## config.mk

```make
export PLATFORM = sky130hd
export DESIGN_NAME = qec_counter
export DESIGN_NICKNAME = d
export VERILOG_FILES = /design/src/qec_pkg.sv /design/src/qec_counter.sv
export SDC_FILE = /design/constraint.sdc
export NUM_CORES = 1
export LEC_CHECK = 0
export BUFFER_PORTS_ARGS = -buffer_cell sky130_fd_sc_hd__buf_2
export CAP_MARGIN = 20
export CORE_UTILIZATION = 48
export CTS_CLUSTER_DIAMETER = 120
export DETAILED_ROUTE_END_ITERATION = 7
export PLACE_DENSITY = 0.67
export SYNTH_ARGS = -nofsm -noshare
export SYNTH_HDL_FRONTEND = slang
export SYNTH_SLANG_ARGS = --single-unit
```

## constraint.sdc

```tcl
create_clock -name CLK_SYS -period 6.6 [get_ports CLK_SYS]
set_clock_uncertainty 0.05 [all_clocks]
set_input_delay 0.99 -clock CLK_SYS [delete_from_list [all_inputs] [get_ports CLK_SYS]]
set_output_delay 0.99 -clock CLK_SYS [all_outputs]
set_load 0.005 [all_outputs]
```

## src/qec_pkg.sv

```systemverilog
// How it works
// - encoder mode takes inputs 0..3; inputs 4..7 stay plain inputs
// - encoder uses bit0 phase A, bit1 phase B, bit2 marker, bit3 window
// - window comes from input 3 or software window bit, by config; the code also has a permanent window, the reset setting
// - selected window high drives referencing-active status high
// - marker rising edge inside window loads counter with reference value
// - referencing-done flag goes high after a reference load
// - zero-crossing flag set when count passes zero, latched until acknowledged
// - software acknowledges zero crossing with ack bit; flag then clears
// - error flag rises when A and B edges coincide; the code sets it only while count gate 0 is high
// - software clears latched error with error ack bit
// - count shown as low word and high word registers
// - counter preset in encoder mode loads reference value, not zero
// - input pulses ignored while count gate low, counted while high
// - hardware window acts only in hardware mode, software bit only in software
// - inputs may instead form one 32-bit or two 16-bit up/down counters
// - counter mode holds a setpoint value and an interrupt source selection
// - counter mode raises interrupt request when count equals setpoint
// - counters take pulses on one input and direction on the next
package qec_pkg;
   localparam logic [4:0] ADDR_CONFIG = 5'h00;
   localparam logic [4:0] ADDR_CONTROL = 5'h04;
   localparam logic [4:0] ADDR_STATUS = 5'h08;
   localparam logic [4:0] ADDR_COUNT_LO = 5'h0c;
   localparam logic [4:0] ADDR_COUNT_HI = 5'h10;
   localparam logic [4:0] ADDR_REF_VALUE = 5'h14;
   localparam logic [4:0] ADDR_SETPOINT = 5'h18;
   // config fields
   localparam int CFG_MODE_LSB = 0;
   localparam int CFG_REFSRC_LSB = 2;
   localparam int CFG_IRQSRC_LSB = 4;
   localparam logic [31:0] CONFIG_RESET = 32'h0000_0000;
   // control bits
   localparam int CTL_SW_WINDOW = 0;
   localparam int CTL_PRESET0 = 1;
   localparam int CTL_PRESET1 = 2;
   localparam int CTL_ZC0_ACK = 3;
   localparam int CTL_ZC1_ACK = 4;
   localparam int CTL_ERR_ACK = 5;
   localparam int CTL_GATE0 = 6;
   localparam int CTL_GATE1 = 7;
   localparam logic [7:0] CONTROL_RESET = 8'h00;
   // status bits
   localparam int STS_REF_DONE = 0;
   localparam int STS_ZC0 = 1;
   localparam int STS_ZC1 = 2;
   localparam int STS_ERR = 3;
   localparam int STS_REF_ACTIVE = 4;
   localparam logic [31:0] REF_VALUE_RESET = 32'h0000_0000;
   localparam logic [31:0] SETPOINT_RESET = 32'hffff_ffff;
   // input pin positions
   localparam int PIN_A = 0;
   localparam int PIN_B = 1;
   localparam int PIN_MARK = 2;
   localparam int PIN_WIN = 3;
   localparam logic [1:0] MODE_CODE_DIG = 2'h0;
   localparam logic [1:0] MODE_CODE_ENC = 2'h1;
   localparam logic [1:0] MODE_CODE_C32 = 2'h2;
   localparam logic [1:0] MODE_CODE_C16 = 2'h3;
   localparam logic [1:0] REF_PERMANENT = 2'h0;
   localparam logic [1:0] REF_SOFTWARE = 2'h1;
   localparam logic [1:0] REF_HARDWARE = 2'h2;
   typedef enum logic [3:0] {
      QEC_DIG = 4'b0001,
      QEC_ENC = 4'b0010,
      QEC_C32 = 4'b0100,
      QEC_C16 = 4'b1000
   } qec_mode_t;
endpackage
```

## src/qec_counter.sv

```systemverilog
// Decided for this implementation: register access over Avalon-MM and the address map.
`timescale 1ns/1ps
module qec_counter (
   // clock and reset
   input wire logic CLK_SYS,
   input wire logic RESET,
   // avalon-mm slave
   input wire logic [4:0] AVS_ADDRESS,
   input wire logic AVS_READ,
   input wire logic AVS_WRITE,
   input wire logic [3:0] AVS_BYTEENABLE,
   input wire logic [31:0] AVS_WRITEDATA,
   output logic [31:0] AVS_READDATA,
   output logic AVS_WAITREQUEST,
   // field inputs
   input wire logic [7:0] DIN,
   // plain digital inputs seen by software
   output logic [7:0] DIG_IN,
   // setpoint interrupt request
   output logic IRQ_REQ,
   output logic [2:0] IRQ_SOURCE
);
   logic [31:0] config_q, config_d;
   logic [7:0] control_q, control_d;
   logic [31:0] ref_q, ref_d;
   logic [31:0] sp_q, sp_d;
   logic [31:0] cnt_q, cnt_d;
   logic done_q, done_d, zc0_q, zc0_d, zc1_q, zc1_d, err_q, err_d;
   logic [7:0] din_prev_q;
   logic [7:0] dig_q, dig_d;
   logic irq_q, irq_d;
   logic [2:0] irqsrc_q, irqsrc_d;
   logic wait_q, wait_d;
   logic [31:0] rdata_q, rdata_d;
   qec_pkg::qec_mode_t mode;
   logic window, mark_rise, a_chg, b_chg, qstep, qup;
   logic rise0, rise1, wr_ok, hit0, hit1;
   logic [31:0] status;
   logic [15:0] lo_n, hi_n;

   function automatic logic [31:0] merge(input logic [31:0] old, input logic [31:0] nw,
                                         input logic [3:0] be);
      logic [31:0] r;
      r = old;
      for (int i = 0; i < 4; i++) begin
         if (be[i]) begin
            r[i*8 +: 8] = nw[i*8 +: 8];
         end
      end
      return r;
   endfunction

   // mode decode: every code is a legal mode
   always_comb begin
      unique case (config_q[qec_pkg::CFG_MODE_LSB +: 2])
         qec_pkg::MODE_CODE_DIG: mode = qec_pkg::QEC_DIG;
         qec_pkg::MODE_CODE_ENC: mode = qec_pkg::QEC_ENC;
         qec_pkg::MODE_CODE_C32: mode = qec_pkg::QEC_C32;
         qec_pkg::MODE_CODE_C16: mode = qec_pkg::QEC_C16;
      endcase
   end

   // window source; the unused code gives no window so a stray config cannot load
   always_comb begin
      unique case (config_q[qec_pkg::CFG_REFSRC_LSB +: 2])
         qec_pkg::REF_PERMANENT: window = 1'b1;
         qec_pkg::REF_SOFTWARE: window = control_q[qec_pkg::CTL_SW_WINDOW];
         qec_pkg::REF_HARDWARE: window = DIN[qec_pkg::PIN_WIN];
         default: window = 1'b0;
      endcase
   end

   // quadrature and pulse edge detection on the registered previous sample
   always_comb begin
      mark_rise = DIN[qec_pkg::PIN_MARK] & ~din_prev_q[qec_pkg::PIN_MARK];
      a_chg = DIN[qec_pkg::PIN_A] ^ din_prev_q[qec_pkg::PIN_A];
      b_chg = DIN[qec_pkg::PIN_B] ^ din_prev_q[qec_pkg::PIN_B];
      qstep = a_chg ^ b_chg;
      qup = DIN[qec_pkg::PIN_A] ^ din_prev_q[qec_pkg::PIN_B];
      rise0 = DIN[0] & ~din_prev_q[0];
      rise1 = DIN[2] & ~din_prev_q[2];
   end

   // counting core
   always_comb begin
      cnt_d = cnt_q;
      lo_n = cnt_q[15:0];
      hi_n = cnt_q[31:16];
      done_d = done_q;
      zc0_d = zc0_q & ~control_q[qec_pkg::CTL_ZC0_ACK];
      zc1_d = zc1_q & ~control_q[qec_pkg::CTL_ZC1_ACK];
      err_d = err_q & ~control_q[qec_pkg::CTL_ERR_ACK];
      hit0 = 1'b0;
      hit1 = 1'b0;
      unique case (mode)
         qec_pkg::QEC_DIG: begin
            cnt_d = cnt_q;
         end
         qec_pkg::QEC_ENC: begin
            if (control_q[qec_pkg::CTL_PRESET0]) begin
               cnt_d = ref_q;
            end else if (mark_rise && window) begin
               cnt_d = ref_q;
               done_d = 1'b1;
            end else if (control_q[qec_pkg::CTL_GATE0] && qstep) begin
               cnt_d = qup ? cnt_q + 32'h0000_0001 : cnt_q - 32'h0000_0001;
               if (cnt_d == 32'h0000_0000) begin
                  zc0_d = 1'b1;
               end
            end
            // set wins over a simultaneous ack
            if (control_q[qec_pkg::CTL_GATE0] && a_chg && b_chg) begin
               err_d = 1'b1;
            end
         end
         qec_pkg::QEC_C32: begin
            if (control_q[qec_pkg::CTL_PRESET0]) begin
               cnt_d = 32'h0000_0000;
            end else if (control_q[qec_pkg::CTL_GATE0] && rise0) begin
               cnt_d = DIN[1] ? cnt_q + 32'h0000_0001 : cnt_q - 32'h0000_0001;
               hit0 = (cnt_d == sp_q);
               if (cnt_d == 32'h0000_0000) begin
                  zc0_d = 1'b1;
               end
            end
         end
         qec_pkg::QEC_C16: begin
            if (control_q[qec_pkg::CTL_PRESET0]) begin
               lo_n = 16'h0000;
            end else if (control_q[qec_pkg::CTL_GATE0] && rise0) begin
               lo_n = DIN[1] ? cnt_q[15:0] + 16'h0001 : cnt_q[15:0] - 16'h0001;
               hit0 = (lo_n == sp_q[15:0]);
               if (lo_n == 16'h0000) begin
                  zc0_d = 1'b1;
               end
            end
            if (control_q[qec_pkg::CTL_PRESET1]) begin
               hi_n = 16'h0000;
            end else if (control_q[qec_pkg::CTL_GATE1] && rise1) begin
               hi_n = DIN[3] ? cnt_q[31:16] + 16'h0001 : cnt_q[31:16] - 16'h0001;
               hit1 = (hi_n == sp_q[31:16]);
               if (hi_n == 16'h0000) begin
                  zc1_d = 1'b1;
               end
            end
            cnt_d = {hi_n, lo_n};
         end
      endcase
      irq_d = hit0 | hit1;
      irqsrc_d = config_q[qec_pkg::CFG_IRQSRC_LSB +: 3];
      // inputs 0..3 belong to the counter outside digital mode
      dig_d = (mode == qec_pkg::QEC_DIG) ? DIN : {DIN[7:4], 4'h0};
   end

   always_comb begin
      status = 32'h0000_0000;
      status[qec_pkg::STS_REF_DONE] = done_q;
      status[qec_pkg::STS_ZC0] = zc0_q;
      status[qec_pkg::STS_ZC1] = zc1_q;
      status[qec_pkg::STS_ERR] = err_q;
      status[qec_pkg::STS_REF_ACTIVE] = (mode == qec_pkg::QEC_ENC) & window;
   end

   // bus slave: one wait cycle, then the answer at the edge where wait is low
   always_comb begin
      wr_ok = AVS_WRITE & ~wait_q;
      wait_d = ~((AVS_READ | AVS_WRITE) & wait_q);
      config_d = config_q;
      control_d = control_q;
      ref_d = ref_q;
      sp_d = sp_q;
      rdata_d = rdata_q;
      if (wr_ok) begin
         unique case (AVS_ADDRESS)
            qec_pkg::ADDR_CONFIG: config_d = merge(config_q, AVS_WRITEDATA, AVS_BYTEENABLE);
            qec_pkg::ADDR_CONTROL: begin
               if (AVS_BYTEENABLE[0]) begin
                  control_d = AVS_WRITEDATA[7:0];
               end
            end
            qec_pkg::ADDR_REF_VALUE: ref_d = merge(ref_q, AVS_WRITEDATA, AVS_BYTEENABLE);
            qec_pkg::ADDR_SETPOINT: sp_d = merge(sp_q, AVS_WRITEDATA, AVS_BYTEENABLE);
            default: begin
            end
         endcase
      end
      if (AVS_READ & wait_q) begin
         unique case (AVS_ADDRESS)
            qec_pkg::ADDR_CONFIG: rdata_d = {25'h0, config_q[6:0]};
            qec_pkg::ADDR_CONTROL: rdata_d = {24'h0, control_q};
            qec_pkg::ADDR_STATUS: rdata_d = status;
            qec_pkg::ADDR_COUNT_LO: rdata_d = {16'h0, cnt_q[15:0]};
            qec_pkg::ADDR_COUNT_HI: rdata_d = {16'h0, cnt_q[31:16]};
            qec_pkg::ADDR_REF_VALUE: rdata_d = ref_q;
            qec_pkg::ADDR_SETPOINT: rdata_d = sp_q;
            default: rdata_d = 32'h0000_0000;
         endcase
      end
   end

   always_ff @(posedge CLK_SYS) begin
      if (RESET) begin
         config_q <= qec_pkg::CONFIG_RESET;
         control_q <= qec_pkg::CONTROL_RESET;
         ref_q <= qec_pkg::REF_VALUE_RESET;
         sp_q <= qec_pkg::SETPOINT_RESET;
         cnt_q <= 32'h0000_0000;
         done_q <= 1'b0;
         zc0_q <= 1'b0;
         zc1_q <= 1'b0;
         err_q <= 1'b0;
         din_prev_q <= 8'h00;
         dig_q <= 8'h00;
         irq_q <= 1'b0;
         irqsrc_q <= 3'h0;
         wait_q <= 1'b1;
         rdata_q <= 32'h0000_0000;
      end else begin
         config_q <= config_d;
         control_q <= control_d;
         ref_q <= ref_d;
         sp_q <= sp_d;
         cnt_q <= cnt_d;
         done_q <= done_d;
         zc0_q <= zc0_d;
         zc1_q <= zc1_d;
         err_q <= err_d;
         din_prev_q <= DIN;
         dig_q <= dig_d;
         irq_q <= irq_d;
         irqsrc_q <= irqsrc_d;
         wait_q <= wait_d;
         rdata_q <= rdata_d;
      end
   end

   assign AVS_READDATA = rdata_q;
   assign AVS_WAITREQUEST = wait_q;
   assign DIG_IN = dig_q;
   assign IRQ_REQ = irq_q;
   assign IRQ_SOURCE = irqsrc_q;
endmodule

```

* After elaboration in Yosys (flattened, before gate mapping)
Cells that the tools add are included.
** Word-level totals
- RAM bits :: 0
- Output and inout port bits :: 45
- Bits in read-only memories :: 0
- Latch bits :: 0
- Memories kept :: 0
- Register bits :: 163
- Word-level logic and storage cells :: 144
** Operators by class
- Shift operators :: 0
- Eq/ne operators :: 22
- Magnitude comparators :: 0
- Add/subtract/negate cells :: 6
- Div/mod/pow operators :: 0
- Reduce and logical (&&, ||, !) cells :: 27
- $mul :: 0
- Muxes and demuxes :: 42
- Bitwise gates (word level) :: 24
** Operator list (number)
- 2-to-1 mux 32 bit :: 7
- one-hot mux 32 bit (7 select lines) :: 1
- 2-to-1 mux 16 bit :: 6
- one-hot mux 32 bit (3 select lines) :: 1
- zero test 32 bit :: 2
- AND reduction 3 bit :: 11
- adder 16 x 1 -> 16 bit (second input constant) :: 2
- adder 32 x 1 -> 32 bit (second input constant) :: 1
- equality test 16 bit :: 2
- equality test 32 bit :: 1
- zero test 16 bit :: 2
- subtractor 16 x 1 -> 16 bit (second input constant) :: 2
- subtractor 32 x 1 -> 32 bit (second input constant) :: 1
- 2-to-1 mux 1 bit :: 23
- one-hot mux 4 bit (4 select lines) :: 1
- equality test 5 bit (second input constant) :: 3
- equality test 5 x 4 -> 1 bit (second input constant) :: 2
- AND 1 bit :: 9
- != test 3 bit (second input constant) :: 3
- NOT 1 bit :: 9
- AND reduction 4 bit :: 2
- equality test 2 bit (second input constant) :: 3
- logical AND 1 bit :: 6
- one-hot mux 1 bit (3 select lines) :: 2
- other kinds (13) :: 19

* Logic depth before layout (Yosys ltp)
Gate-level depths: netlist of the first run.
- Word-level depth :: 8
- Mapped depth :: 14
- Mapped depth without buffers :: 12

* Worst setup path after synthesis of the first run
Ideal clock, no wire load.
- Path type :: input -> register
- Start point :: input port DIN[1]
- End point :: register irq_q (netlist: IRQ_REQ)
- Data required time :: 6.421 ns
- Library setup time :: 0.129 ns
- Setup slack :: 2.555 ns
- Arrival :: 3.866 ns
- Stages :: 13
- Cell sequence :: inv_1 > clkbuf_1 > ha_1 > a211oi_1 > nor3b_1 > o21a_1 > or2_2 > a41oi_1 > xor2_1 > xor2_1 > and4_1 > a41oi_1 > o41ai_2
** On the way
- Longest elaborated chain between the ends :: 6
- Elaborated cells between the ends (all ways) :: 10
- Those cells by class :: eq/ne: 2; mux: 7; bitwise: 1
** RTL lines
- start: declaration :: line qec_counter.sv:16 : input wire logic [7:0] DIN,
- 2-to-1 mux 32 bit or 2-to-1 mux 16 bit (tied branches) :: line qec_counter.sv:120, qec_counter.sv:131
- equality test 32 bit or equality test 16 bit (tied branches) :: line qec_counter.sv:121, qec_counter.sv:132
- 2-to-1 mux 1 bit (on tied branches) :: line qec_counter.sv:119, qec_counter.sv:130
- 2-to-1 mux 1 bit (on tied branches) :: line qec_counter.sv:117, qec_counter.sv:128
- one-hot mux 1 bit (2 select lines) (*) :: line qec_counter.sv:95 : unique case (mode)
- OR 1 bit (*) :: line qec_counter.sv:149 : irq_d = hit0 | hit1;
- end signal: assignment :: line qec_counter.sv:230 : irq_q <= irq_d;
- end: declaration :: line qec_counter.sv:31 : logic irq_q, irq_d;
Every way passes the cells marked *; elsewhere a longest branch is shown, timed or not.
A chain may end at the register's enable or synchronous reset.

* Final worst setup path of the first run
Same ends and word-level chain as after synthesis.

==> flow_metrics.env, run 1 <==
export IMPL_synthDistinctLibCells=81
export IMPL_timing_slew_headroom=0.249
export IMPL_syn_inst=1672
export IMPL_root_buffer="sky130_fd_sc_hd__clkbuf_16"
export IMPL_clock_sinks=163
export IMPL_routed_wirelength_um=45800
export IMPL_worst_setup_path_startpoint="DIN[1]"
export IMPL_crit_reg2reg_capture="IRQ_REQ"
export IMPL_cts_clk_slew_worst_paths_ns=0.07
export IMPL_number_of_antenna_violations_at_the_first_check_in_global_routing=0
export IMPL_final_seq_area_sq_um=3260
export IMPL_filler_cell_count=2465
export IMPL_synth_simple_gate_area_frac=0.273
export IMPL_endpoint="IRQ_REQ"
export IMPL_static_leakage_nw=5.26
export IMPL_die_height_um=163
export IMPL_detail_route_antenna_nets=0
export IMPL_synth_largest_area_cell="sky130_fd_sc_hd__dfxtp_1"
export IMPL_gp_congestion=1.02
export IMPL_crit_chain="buf_2, inv_1, ha_1, o21ai_0, a21oi_1, o21ai_0, o21bai_1, a21oi_1, xor2_1, xnor2_1, nor2_1, a41oi_1, o41ai_2"
export IMPL_power_density_nw_per_um2=175
export IMPL_rsz_0062_raised_after_global_routing="false"
export IMPL_tritoncts_clock_tree="done"
export IMPL_worst_ir_drop_vdd_uv=152
export IMPL_numPortBuffers=97
export IMPL_synthesis_area_sq_um=12400
export IMPL_hold_fix_buffer_count_after_cts=0
export IMPL_hold_class="reg -> reg"
export IMPL_tns_ns=0
export IMPL_syn2layout_area_growth_pct=8.94
export IMPL_ys_ff_latch=163
export IMPL_cts_htree_levels=4
export IMPL_synth_xor_area_share=0.108
export IMPL_hpwlAfterDp_um=33500
export IMPL_worst_setup_path_type="in -> reg"
export IMPL_final_worst_path_cycle_share=0.776
export IMPL_clkLatencyLatePin_ns=0.44
export IMPL_number_of_global_route_vias_before_repair=11900
export IMPL_antenna_cells_inserted=0
export IMPL_dr_drc_count=0
export IMPL_cpPeakStageDelay_ns=0.69
export IMPL_setup_viol=0
export IMPL_die_width_um=163
export IMPL_post_cts_resize_count=0
export IMPL_overflow=0
export IMPL_reg2regPathDepth=12
export IMPL_timing_critical_path_fanout_max=35
export IMPL_worst_slew_pin_transition_ns=1.12
export IMPL_route_detailed_vias_per_inst=6.57
export IMPL_row_cnt=58
export IMPL_yosys_cell_count_top_type="sky130_fd_sc_hd__nor2_1"
export IMPL_synthDominantCellAreaShare=0.264
export IMPL_routed_wl_per_cell_um=22.8
export IMPL_finalWorstSetupSlack_ns=1.48
export IMPL_share_of_layout_cells_above_drive_strength_1=0.106
export IMPL_synth_async_sr_flop_share=0
export IMPL_worst_r2r_setup_slack_ns=1.97
export IMPL_floorplan_io_pins=98
export IMPL_run_status="finished clean"
export IMPL_grt_start_max_net_pins=48
export IMPL_placement_setup_worst_slack_ns=1.27
export IMPL_initial_core_util=0.490
export IMPL_multi_input_area_sq_um=8510
export IMPL_worst_endpoint_arrival_ns=5.36
export IMPL_worstPathRequired_ns=6.84
export IMPL_place_area_sq_um=12900
export IMPL_route_vias_total=13200
export IMPL_critPathCaptureType="register"
export IMPL_synth_adder_area_share=0.0366
export IMPL_synth_seq_area_share=0.264
export IMPL_groute_usage_overall=0.343
export IMPL_synthMuxAreaShare=0.0665
export IMPL_slew_violations=0
export IMPL_synth_common_cells="200 x sky130_fd_sc_hd__nor2_1, 191 x sky130_fd_sc_hd__nand2_1, 163 x sky130_fd_sc_hd__dfxtp_1, 138 x sky130_fd_sc_hd__a21oi_1, 110 x sky130_fd_sc_hd__clkbuf_1"
export IMPL_worst_path_max_delay_cell="sky130_fd_sc_hd__ha_1"
export IMPL_postSynthNetCount=1760
export IMPL_syn_avg_cell_area_sq_um=7.40
export IMPL_timing_final_crit_period_ns=5.12
export IMPL_worst_r2r_startpoint="cnt_q[0]"
export IMPL_hold_path_startpoint="zc1_q"
export IMPL_synth_area_in_compound_gates=0.202
export IMPL_cts_setup_buffers=0
export IMPL_fin_area_sq_um=13500
export IMPL_cts_buffers=17
export IMPL_ys_dominant_reg_cell="sky130_fd_sc_hd__dfxtp_1"
export IMPL_crit_path_start_kind="primary input"
export IMPL_finalNetCount=1758
export IMPL_main_combinational_cell_family_by_area_after_synthesis="simple AND/OR/NAND/NOR gates"
export IMPL_number_of_enable_type_register_cells_in_the_synthesized_netlist=0
export IMPL_number_of_hold_violations_in_the_final_report=0
export IMPL_ranking_of_synthesized_cells_by_area="sky130_fd_sc_hd__dfxtp_1 26%, sky130_fd_sc_hd__mux2i_1 6.5%, sky130_fd_sc_hd__xnor2_1 6.3%"
export IMPL_cts_max_path_buffers=2
export IMPL_maximum_frequency_from_static_timing_analysis_ghz=0.195
export IMPL_synth_yosys_warnings=0
export IMPL_detail_route_first_pass_iterations=6
export IMPL_drv_max_cap_violation_count=0
export IMPL_drtIter0Drc=1726
export IMPL_core_area_sq_um=25300
export IMPL_grt_pass1_wl_um=69700
export IMPL_die_area_sq_um=26400
-- worst min path at each step --
stage / endpoint / slack, ns / cells after the start
5_1_grt: zc1_q / 0.44 / 2
2_1_floorplan: control_q[3] / 0.39 / 2
3_5_place_dp: zc1_q / 0.42 / 2
4_1_cts: zc1_q / 0.43 / 2
3_3_place_gp: zc1_q / 0.40 / 2
6_report: zc1_q / 0.42 / 2
-- registers in the layout (all words and copies together) (netlist names), 3 cells and up --
register	flops
din_prev_q	3
cnt_q	32
AVS_READDATA	32
control_q	8
IRQ_SOURCE	3
config_q	7
sp_q	32
DIG_IN	8
ref_q	32
-- area by class of cell --
type,instances,area share
Timing Repair Buffer,114,0.0455
Clock inverter,14,0.0110
Clock buffer,18,0.0326
Sequential cell,163,0.242
Multi-Input combinational cell,1350,0.631
Inverter,24,0.00668
Tap cell,330,0.0306
-- where the power goes --
group	switching [W]	internal, W
Sequential	0.00000449	0.000988
Combinational	0.000213	0.000115
Clock	0.000523	0.000520
-- logic make-up after synthesis --
family	Yosys count
flip-flops	163
adder cells (fa/ha/maj)	35
multiplexers	82
AO/OA/AOI/OAI	384
buffers and inverters	159
AND/OR/NAND/NOR	698
XOR/XNOR	151
-- worst max-delay path, delay by kind of cell --
kind	cells	cell delay (ns)
compound gates	7	1.94
xor+xnor	2	0.43
fa+ha+maj	1	0.69
buf+inv	2	1.25
simple gates	1	0.06
-- through the flow --
| step | hold WS, ns | cells | util | power [W] |
|---|---|---|---|---|
| floorplan | 0.389 | 1672 | - | 0.00124 |
| global placement | 0.404 | 1980 | 0.510 | 0.00133 |
| detailed placement | 0.415 | 1980 | 0.510 | 0.00133 |
| CTS | 0.426 | 2012 | 0.534 | 0.00236 |
| global route | 0.442 | 2013 | 0.534 | 0.00243 |
| finish | 0.423 | 2013 | 0.534 | 0.00236 |
-- layer usage --
layer	wire (um)	GRT usage
met1	19900	0.502
met3	5820	0.0787
met5	0	0
met4	1560	0.124
met2	18500	0.483
-- placed cells by master, fill, tap and decap left out, drive strengths merged, types with 37 or more instances in the layout --
cell type  count
nor3          46
mux2i         80
xor2          61
o21ai         56
xnor2         89
nor2         201
dfxtp        163
nand2        192
buf          114
a21oi        138
nand3         67
nor4          37
(Power assumes the default switching activity.)
==> run 2, diff against run 1 <==
PLACE_DENSITY = 0.7   (was 0.67)
clock period = 4.55 ns   (was 6.6 ns; I/O delays follow)
==> flow_metrics.env, run 2 (same netlist as run 1, synthesis figures left out) <==
export IMPL_row_cnt=58
export IMPL_cts_clk_slew_worst_paths_ns=0.08
export IMPL_syn2layout_area_growth_pct=11.2
export IMPL_worstPathRequired_ns=4.84
export IMPL_die_height_um=163
export IMPL_cts_buffers=17
export IMPL_timing_final_crit_period_ns=4.43
export IMPL_cts_max_path_buffers=2
export IMPL_layout_commonest_cell="sky130_fd_sc_hd__nor2_1"
export IMPL_numPortBuffers=97
export IMPL_overflow=0
export IMPL_timing_critical_path_fanout_max=10
export IMPL_route_vias_total=13300
export IMPL_power_density_nw_per_um2=250
export IMPL_number_of_antenna_violations_at_the_first_check_in_global_routing=0
export IMPL_groute_usage_overall=0.366
export IMPL_critPathCaptureType="register"
export IMPL_initial_core_util=0.490
export IMPL_route_detailed_vias_per_inst=6.50
export IMPL_routed_wl_per_cell_um=23.7
export IMPL_slew_violations=0
export IMPL_worst_ir_drop_vdd_uv=183
export IMPL_number_of_hold_violations_in_the_final_report=0
export IMPL_die_width_um=163
export IMPL_detail_route_first_pass_iterations=7
export IMPL_worst_setup_path_type="reg -> reg"
export IMPL_hold_fix_buffer_count_after_cts=0
export IMPL_worst_hold_path_endpoint="DIG_IN[5]"
export IMPL_root_buffer="sky130_fd_sc_hd__clkbuf_16"
export IMPL_maximum_frequency_from_static_timing_analysis_ghz=0.226
export IMPL_share_of_layout_cells_above_drive_strength_1=0.124
export IMPL_grt_util_met3=0.0777
export IMPL_core_area_sq_um=25300
export IMPL_cts_setup_buffers=0
export IMPL_detail_route_antenna_nets=0
export IMPL_drtIter0Drc=1772
export IMPL_cts_htree_levels=4
export IMPL_worst_r2r_startpoint="cnt_q[1]"
export IMPL_finalWorstSetupSlack_ns=0.118
export IMPL_floorplan_io_pins=98
export IMPL_number_of_global_route_vias_before_repair=11900
export IMPL_clock_sinks=163
export IMPL_tritoncts_clock_tree="done"
export IMPL_antenna_cells_inserted=0
export IMPL_global_route_usage_met1=0.538
export IMPL_routed_wirelength_um=48500
export IMPL_grt_start_max_net_pins=57
export IMPL_most_common_layout_cells="198 x sky130_fd_sc_hd__nor2_1, 191 x sky130_fd_sc_hd__nand2_1, 163 x sky130_fd_sc_hd__dfxtp_1, 137 x sky130_fd_sc_hd__a21oi_1, 97 x sky130_fd_sc_hd__buf_2"
export IMPL_placement_setup_worst_slack_ns=0.256
export IMPL_worst_r2r_setup_slack_ns=0.12
export IMPL_setup_viol=0
export IMPL_globalRouteMet2Util=0.522
export IMPL_timing_slew_headroom=0.276
export IMPL_fin_area_sq_um=13800
export IMPL_finalNetCount=1793
export IMPL_crit_path_start_kind="register"
export IMPL_static_leakage_nw=5.45
export IMPL_hold_class="in -> reg"
export IMPL_final_worst_path_cycle_share=0.974
export IMPL_place_area_sq_um=13100
export IMPL_hpwlAfterDp_um=36600
export IMPL_clkLatencyLatePin_ns=0.44
export IMPL_reg2regPathDepth=12
export IMPL_die_area_sq_um=26400
export IMPL_dr_drc_count=0
export IMPL_worst_slew_pin_transition_ns=1.08
export IMPL_tns_ns=0
export IMPL_rsz_0062_raised_after_global_routing="false"
export IMPL_hold_path_startpoint="DIN[5]"
export IMPL_gp_congestion=0.987
export IMPL_worst_endpoint_arrival_ns=4.72
export IMPL_run_status="finished clean"
export IMPL_post_cts_resize_count=0
export IMPL_grt_busiest_layer="met1"
export IMPL_drv_max_cap_violation_count=0
export IMPL_grt_pass1_wl_um=73400
export IMPL_crit_reg2reg_capture="IRQ_REQ"
export IMPL_whs_path_depth=2
## run 2: worst max-delay path by stage
stage | startpoint | end | slack (ns)
finish | cnt_q[1] | IRQ_REQ | 0.12
global route | cnt_q[1] | IRQ_REQ | 0.02
CTS | cnt_q[1] | IRQ_REQ | 0.24
detailed placement | cnt_q[1] | IRQ_REQ | 0.26
global placement | cnt_q[1] | IRQ_REQ | 0.31
floorplan | DIN[1] | IRQ_REQ | 0.81
## run 2: cell type report
cell class | count | area, sq um
timing repair buffer | 149 | 876
sequential | 163 | 3260
clock buffer | 18 | 439
multi-input combinational | 1350 | 8510
fill | 2458 | 11500
clock inverter | 14 | 165
tap | 330 | 413
inverter | 24 | 90.1
## run 2: power by group
group          leakage (nW)  switching [W]  internal (W)  total (W)
clock network         0.295       0.000747      0.000756    0.00150
logic                  3.84       0.000326      0.000172   0.000498
registers              1.32     0.00000628       0.00143    0.00144
## run 2: metrics by stage
| step | hold slack [ns] | instances | util | total power (W) |
|---|---|---|---|---|
| 2_1_floorplan | 0.389 | 1672 | - | 0.00179 |
| 3_3_place_gp | 0.402 | 2015 | 0.521 | 0.00196 |
| 3_5_place_dp | 0.417 | 2015 | 0.521 | 0.00195 |
| 4_1_cts | 0.398 | 2047 | 0.545 | 0.00343 |
| 5_1_grt | 0.401 | 2048 | 0.545 | 0.00353 |
| 6_report | 0.402 | 2048 | 0.545 | 0.00344 |
## run 2: worst max-delay path, stage by stage, from the launching register on
cell                        delay, ns
sky130_fd_sc_hd__dfxtp_1         0.47
sky130_fd_sc_hd__inv_1           0.17
sky130_fd_sc_hd__ha_1            0.22
sky130_fd_sc_hd__or3b_1          0.53
sky130_fd_sc_hd__nor4b_4         0.67
sky130_fd_sc_hd__nand3_2         0.24
sky130_fd_sc_hd__o41a_1          0.46
sky130_fd_sc_hd__xnor3_1         0.21
sky130_fd_sc_hd__or3_1           0.32
sky130_fd_sc_hd__a2111oi_0       0.56
sky130_fd_sc_hd__and4_1          0.27
sky130_fd_sc_hd__a41oi_1         0.08
sky130_fd_sc_hd__o41ai_2         0.09
## run 2: routing by layer
metal | vias up | share of wire
met2 | 838 | 0.40
li1 | 6112 | -
met4 | 0 | 0.036
met1 | 6251 | 0.44
met5 | - | 0
met3 | 112 | 0.12
